`src/rsh_defs.vh`:
```
// constants for the resource session handler
`ifndef RSH_DEFS_VH
`define RSH_DEFS_VH
// ----------------------------------------
// message kinds on the received message port
// ----------------------------------------
`define RSH_KIND_OPEN 3'h1
`define RSH_KIND_CLOSE 3'h2
`define RSH_KIND_GRANT 3'h3
`define RSH_KIND_OTHER 3'h4
// ----------------------------------------
// field limits
// ----------------------------------------
`define RSH_COUNT_MAX 10'h3e7
`define RSH_CAP_UNITS_MAX 10'h360
`define RSH_FIC_RATE_MAX 13'h14d6
// ----------------------------------------
// error causes, four ascii characters each
// ----------------------------------------
`define RSH_CAUSE_COUNT 32'h4e4d5347
`define RSH_CAUSE_RANGE 32'h52414e47
`define RSH_CAUSE_DUP 32'h44555043
`define RSH_CAUSE_SEQ 32'h53455155
// ----------------------------------------
// error code numbers on err_code
// ----------------------------------------
`define RSH_ERR_NONE 3'h0
`define RSH_ERR_COUNT 3'h1
`define RSH_ERR_RANGE 3'h2
`define RSH_ERR_DUP 3'h3
`define RSH_ERR_OUTSIDE 3'h4
`endif

```
`src/rsh_session.v`:
```
// resource data exchange session handler, upstream side
`include "rsh_defs.vh"
module rsh_session (
	input wire mclk,
	input wire arst_n,
	input wire want_info,
	output wire request_busy,
	output reg resource_request_msg,
	input wire msg_valid,
	input wire [2:0] msg_kind,
	input wire [9:0] announced_msg_count,
	input wire grant_is_fic,
	input wire [12:0] grant_value,
	output reg session_error_msg,
	output reg [31:0] err_cause,
	output reg [2:0] err_code,
	output reg session_open,
	output reg session_done,
	output reg outside_flag,
	output wire [9:0] capacity_units,
	output wire [12:0] max_bytes_per_second,
	output wire msc_valid,
	output wire fic_valid
);

// ----------------------------------------
// states
// ----------------------------------------
localparam ST_IDLE = 3'b001;
localparam ST_WAIT = 3'b010;
localparam ST_OPEN = 3'b100;

reg [2:0] state;
reg [2:0] next_state;
reg [9:0] expected;
reg [9:0] received;
reg [2:0] next_err_code;
reg [31:0] next_err_cause;
reg raise_err;

// ----------------------------------------
// message decoding
// ----------------------------------------
// one decoder so every check sees the same qualified strobe
function kind_is;
	input valid;
	input [2:0] kind;
	input [2:0] want;
	begin
		kind_is = valid && (kind == want);
	end
endfunction

// ascii cause word that goes with an error code number
function [31:0] cause_of;
	input [2:0] code;
	begin
		case (code)
			`RSH_ERR_COUNT: cause_of = `RSH_CAUSE_COUNT;
			`RSH_ERR_DUP: cause_of = `RSH_CAUSE_DUP;
			`RSH_ERR_RANGE: cause_of = `RSH_CAUSE_RANGE;
			default: cause_of = `RSH_CAUSE_SEQ;
		endcase
	end
endfunction

wire msc_seen;
wire fic_seen;
wire is_open = kind_is(msg_valid, msg_kind, `RSH_KIND_OPEN);
wire is_close = kind_is(msg_valid, msg_kind, `RSH_KIND_CLOSE);
wire is_grant = kind_is(msg_valid, msg_kind, `RSH_KIND_GRANT);
wire is_other = kind_is(msg_valid, msg_kind, `RSH_KIND_OTHER);
wire in_sess = (state == ST_OPEN);

// ----------------------------------------
// checks
// ----------------------------------------
function grant_ok;
	input fast_info_channel;
	input [12:0] v;
	begin
		if (fast_info_channel)
			grant_ok = (v <= `RSH_FIC_RATE_MAX);
		else
			grant_ok = (v <= {3'h0, `RSH_CAP_UNITS_MAX});
	end
endfunction

wire counted = in_sess && (is_grant || is_other);
// excess message aborts at once, before it can be stored
wire over = counted && (received == expected);
wire dup = in_sess && is_grant &&
	(grant_is_fic ? fic_seen : msc_seen);
wire bad_range = in_sess && is_grant &&
	!grant_ok(grant_is_fic, grant_value);
wire bad_count = in_sess && is_close && (received != expected);
wire bad_open = is_open && (announced_msg_count > `RSH_COUNT_MAX);
wire abort = over || dup || bad_range || bad_count || bad_open;
wire stray = !in_sess && (is_grant || is_other || is_close);

assign request_busy = (state != ST_IDLE);

// ----------------------------------------
// session state
// ----------------------------------------

always @*
begin
	next_state = state;
	case (state)
		ST_IDLE:
			if (want_info)
				next_state = ST_WAIT;
		ST_WAIT:
			if (is_open && !bad_open)
				next_state = ST_OPEN;
			else if (bad_open)
				next_state = ST_IDLE;
		ST_OPEN:
			if (abort || is_close)
				next_state = ST_IDLE;
		default:
			next_state = ST_IDLE;
	endcase
end

// ----------------------------------------
// error selection
// ----------------------------------------
// only the first cause found is reported
always @*
begin
	raise_err = (in_sess && abort) || (state == ST_WAIT && bad_open);
	if (over || bad_count)
		next_err_code = `RSH_ERR_COUNT;
	else if (dup)
		next_err_code = `RSH_ERR_DUP;
	else
		next_err_code = `RSH_ERR_RANGE;
	next_err_cause = cause_of(next_err_code);
end

// ----------------------------------------
// session bookkeeping
// ----------------------------------------
always @(posedge mclk or negedge arst_n)
begin
	if (!arst_n)
	begin
		state <= ST_IDLE;
		expected <= 10'h000;
		received <= 10'h000;
		resource_request_msg <= 1'b0;
		session_error_msg <= 1'b0;
		err_cause <= 32'h00000000;
		err_code <= `RSH_ERR_NONE;
		session_open <= 1'b0;
		session_done <= 1'b0;
		outside_flag <= 1'b0;
	end
	else
	begin
		state <= next_state;
		resource_request_msg <= (state == ST_IDLE) && want_info;
		session_error_msg <= 1'b0;
		session_done <= 1'b0;
		outside_flag <= stray;
		session_open <= (next_state == ST_OPEN);
		if (state == ST_WAIT && is_open)
		begin
			expected <= announced_msg_count;
			received <= 10'h000;
		end
		else if (counted && !over)
			received <= received + 10'h001;
		if (in_sess && is_close && !bad_count)
			session_done <= 1'b1;
		if (raise_err)
		begin
			session_error_msg <= 1'b1;
			err_cause <= next_err_cause;
			err_code <= next_err_code;
		end
		else if (stray)
			err_code <= `RSH_ERR_OUTSIDE;
	end
end

// ----------------------------------------
// grant store
// ----------------------------------------
// grants accepted only when checks pass; seen flags cleared per session, stored values kept
rsh_grant_store u_store (
	.mclk(mclk),
	.arst_n(arst_n),
	.clear(state == ST_WAIT && is_open),
	.wr_msc(in_sess && is_grant && !grant_is_fic && !abort),
	.wr_fic(in_sess && is_grant && grant_is_fic && !abort),
	.wr_value(grant_value),
	.msc_units(capacity_units),
	.fic_rate(max_bytes_per_second),
	.msc_seen(msc_seen),
	.fic_seen(fic_seen)
);

// ----------------------------------------
// grant outputs
// ----------------------------------------
assign msc_valid = msc_seen;
assign fic_valid = fic_seen;

endmodule // rsh_session

```
`src/rsh_grant_store.v`:
```
// holds the last accepted main and fast channel grants, from any session
module rsh_grant_store (
	input wire mclk,
	input wire arst_n,
	input wire clear,
	input wire wr_msc,
	input wire wr_fic,
	input wire [12:0] wr_value,
	output reg [9:0] msc_units,
	output reg [12:0] fic_rate,
	output reg msc_seen,
	output reg fic_seen
);

always @(posedge mclk or negedge arst_n)
begin
	if (!arst_n)
	begin
		msc_units <= 10'h000;
		fic_rate <= 13'h0000;
		msc_seen <= 1'b0;
		fic_seen <= 1'b0;
	end
	else if (clear)
	begin
		msc_seen <= 1'b0;
		fic_seen <= 1'b0;
	end
	else
	begin
		if (wr_msc)
		begin
			msc_units <= wr_value[9:0];
			msc_seen <= 1'b1;
		end
		if (wr_fic)
		begin
			fic_rate <= wr_value;
			fic_seen <= 1'b1;
		end
	end
end

endmodule // rsh_grant_store

```
`config.mk`:
```
export PLATFORM = sky130hd
export DESIGN_NAME = rsh_session
export DESIGN_NICKNAME = d
export VERILOG_FILES = /design/src/rsh_session.v /design/src/rsh_grant_store.v
export VERILOG_INCLUDE_DIRS = /design/src
export SDC_FILE = /design/constraint.sdc
export NUM_CORES = 1
export LEC_CHECK = 0
export BUFFER_PORTS_ARGS = -buffer_cell sky130_fd_sc_hd__buf_2
export CORE_MARGIN = 2
export CORE_UTILIZATION = 45
export CTS_CLUSTER_SIZE = 20
export DETAILED_ROUTE_END_ITERATION = 8
export PLACE_DENSITY = 0.71
export SLEW_MARGIN = 20
export SYNTH_ARGS = -nofsm -noshare
export SYNTH_HDL_FRONTEND = slang
export SYNTH_SLANG_ARGS = --single-unit
```
`constraint.sdc`:
```
create_clock -name mclk -period 5.2 [get_ports mclk]
set_clock_uncertainty 0.05 [all_clocks]
set_input_delay 0.52 -clock mclk [delete_from_list [all_inputs] [get_ports mclk]]
set_output_delay 0.52 -clock mclk [all_outputs]
set_load 0.1 [all_outputs]
```
==> impl_metrics.csv <==
group,metric,value,unit
logic_synthesis,synth_most_common_cell,"dfrtp_1",
critical_path,r2r_cells,6,
cts,clk_path_buf_depth,2,
sta,timing.final.max_slew_violations,0,
sta,max_freq,331,MHz
logic_synthesis,netlist_instances,294,
sta,period_minus_slack,3.02,ns
cts,cts_buffers,9,
grt,grtUsageTotal,0.180,
critical_path,end_kind,"register",
route,wl_per_cell,14.2,um
logic_synthesis,synth.avg_cell_area,11.1,um^2
critical_path,reg2reg_to,"u_store.fic_rate[2]",
floorplan,fp.dieW,89.3,um
sta,slew_headroom,0.473,
cts,cts_root_buffer,"clkbuf_8",
route,first_iter_violations,81,
logic_synthesis,synth.ff_latch_count,64,
critical_path,start_kind,"register",
sta,min_period_over_period,0.581,
cts,clkSinkCount,64,
floorplan,core_area,0.00714,mm^2
logic_synthesis,synthesis.area,0.00327,mm^2
critical_path,path_max_fanout,14,
route,drt-total-wl,6740,um
sta,hold_ws,0.302,ns
critical_path,cp_slowest_cell,"or3_1",
cells_and_area,stdcell_area,0.00382,mm^2
logic_synthesis,yosys-top-cells-area,"dfrtp_1, mux2_4, buf_4",
critical_path,critical-path-top-delay-family,"simple AND/OR/NAND/NOR gates",
cts,post_cts_resized,0,
critical_path,required,5.36,ns
cells_and_area,final_util,0.536,
cts,clk_pin_slew,0.07,ns
cts,cts_tree,"yes",
power_and_ir_drop,p_per_area,367,mW/mm^2
critical_path,critical_path.startpoint,"state[2]",
grt,grt_pass1_vias,2260,
sta,rsz0062_at_grt,"false",
logic_synthesis,synth_edf_count,0,
sta,finalHoldViolations,0,
grt,grt_max_degree,65,
critical_path,crit_path_end,"u_store.fic_rate[2]",
run,cap_violations,0,
critical_path,r2r_start,"state[2]",
critical_path,regToRegSetupSlack,2.18,ns
cells_and_area,drive_above_1_share,0.355,
route,vias,2366,
place,placed_cell_area,0.00363,mm^2
cts,clkLatencyLatePin,0.33,ns
cells_and_area,n_antenna_cell,0,
critical_path,cp.arrival,3.18,ns
floorplan,ios,97,
logic_synthesis,yosysSeqAreaShare,0.490,
power_and_ir_drop,ir_drop,0.236,mV
critical_path,path_buf_inv,0,
sta,tns,0,ns
route,via_per_inst,4.99,
route,drc,0,
power_and_ir_drop,p_total,1.41,mW
logic_synthesis,yosysUniqueCellTypes,57,
grt,grt.overflow.total,0,
floorplan,rows,31,
critical_path,slowest_delay,0.67,ns
sta,tightest_slew,0.791,ns
floorplan,start_util,0.458,
cts,post_cts.repair.setup_buffers,0,
critical_path,crit_chain,"or3b_1, nor3_2, a21oi_1, mux2i_1, or3_1, mux2_1",
run_status,outcome,"finished clean",
cts,htree_num_levels,3,
floorplan,fp.dieArea,0.00797,mm^2
logic_synthesis,synth_commonest_cells,"dfrtp_1, nand2_1, buf_4, mux2_4, nor2_1",
place,io_buffers,86,
place,gp_congestion,0.836,
worst_hold_path,hold_class,"in -> async",
logic_synthesis,synth_top_area_frac,0.482,
power_and_ir_drop,leakagePower,2.05,nW
grt,grt_pass1_wl,10800,um
cells_and_area,syn_to_final_growth,16.9,%
logic_synthesis,async_flop_share,1.00,
grt,antenna_found_initial,0,
cells_and_area,final_nets,402,
logic_synthesis,synth-main-ff-cell,"dfrtp_1",
route,drt_pass1_iterations,4,
logic_synthesis,yosysTopAreaCell,"dfrtp_1",
critical_path,path_class,"reg -> reg",
cts,cts_hold_buf,0,
critical_path,crit_cells,6,
cells_and_area,n_fill_cell,681,
place,hpwl,4960,um
sta,setup_viol,0,
logic_synthesis,yosysWarnings,0,
route,postRouteAntennaNets,0,
floorplan,die_height,89.3,um
layout make-up:
class                      count  area [um^2]  area share
multi-input combinational    203         1450       0.378
inverter                       4         15.0     0.00393
clock buffer                  12          145      0.0379
tap                           99          124      0.0324
timing repair buffer          88          445       0.116
clock inverter                 4         45.0      0.0118
sequential                    64         1600       0.419
metrics by stage:
step                      instances  setup slack, ns
after floorplan                 303             2.70
after global routing            474             1.97
final                           474             2.18
after detailed placement        458             2.19
after CTS                       474             2.19
after global placement          458             2.28
power breakdown:
group	internal [mW]	total, mW	leakage, nW	switching, mW
Clock	0.232	0.417	0.100	0.184
Sequential	0.550	0.590	0.870	0.0399
Combinational	0.110	0.399	1.08	0.289
Total	0.893	1.41	2.05	0.513
worst min path at each step:
stage                      endpoint  cells after the start
3_5_place_dp           err_cause[1]                      1
6_report       u_store.msc_units[1]                      2
4_1_cts                 expected[0]                      3
5_1_grt                 expected[0]                      3
2_1_floorplan         err_cause[11]                      0
3_3_place_gp           err_cause[1]                      1
registers in the layout, indices dropped and copies added (netlist names):
name / flops
u_store.fic_rate: 13
expected: 10
resource_request_msg: 1
state: 3
session_done: 1
u_store.msc_seen: 1
u_store.msc_units: 10
session_open: 1
received: 10
session_error_msg: 1
u_store.fic_seen: 1
err_cause: 8
err_code: 3
outside_flag: 1
layer usage:
metal  vias to the layer above  global-route usage  part of all wire
li1                       1152                   -                 -
met1                      1132               0.228              0.44
met2                        76               0.306              0.50
met3                         6              0.0286             0.055
met4                         0              0.0773             0.011
met5                         -                   0                 0
worst reg2reg max path, delay by kind of cell (launching register included):
family             cells  cell delay [ns]
AOI/OAI and AO/OA      1             0.07
DFF                    1             0.49
muxes                  2             0.79
and+or+nand+nor        3             1.49
logic make-up (layout without fill, tap and decap cells):
group / count (synthesis) / after routing / share of synthesized area
buffers and inverters: 36 / 108 / 0.0795
DFF: 64 / 64 / 0.490
adders and majority gates: 1 / 1 / 0.00382
muxes: 28 / 28 / 0.116
xor gates and xnor gates: 17 / 17 / 0.0455
AOI/OAI and AO/OA: 38 / 38 / 0.0792
and+or+nand+nor: 109 / 109 / 0.185
other: 1 / 10 / 0.00115
placed cells by master, fill, tap and decap left out, types with 3 or more instances in the layout:
cell / instances
buf_2: 86
dfrtp_1: 63
nand2_1: 42
mux2_4: 18
nor2_1: 16
xnor2_1: 13
a21oi_1: 11
conb_1: 10
clkbuf_8: 10
or3_1: 7
o21ai_0: 7
mux2_1: 6
nand4_1: 5
inv_1: 4
nor4_1: 4
nor3_1: 4
o211ai_1: 4
xor2_1: 4
nand3_1: 4
a21o_1: 3
mux2i_1: 3
nor3_2: 3
and4_1: 3
clkinv_2: 3
Note: power is estimated with default switching activity, not from simulation.
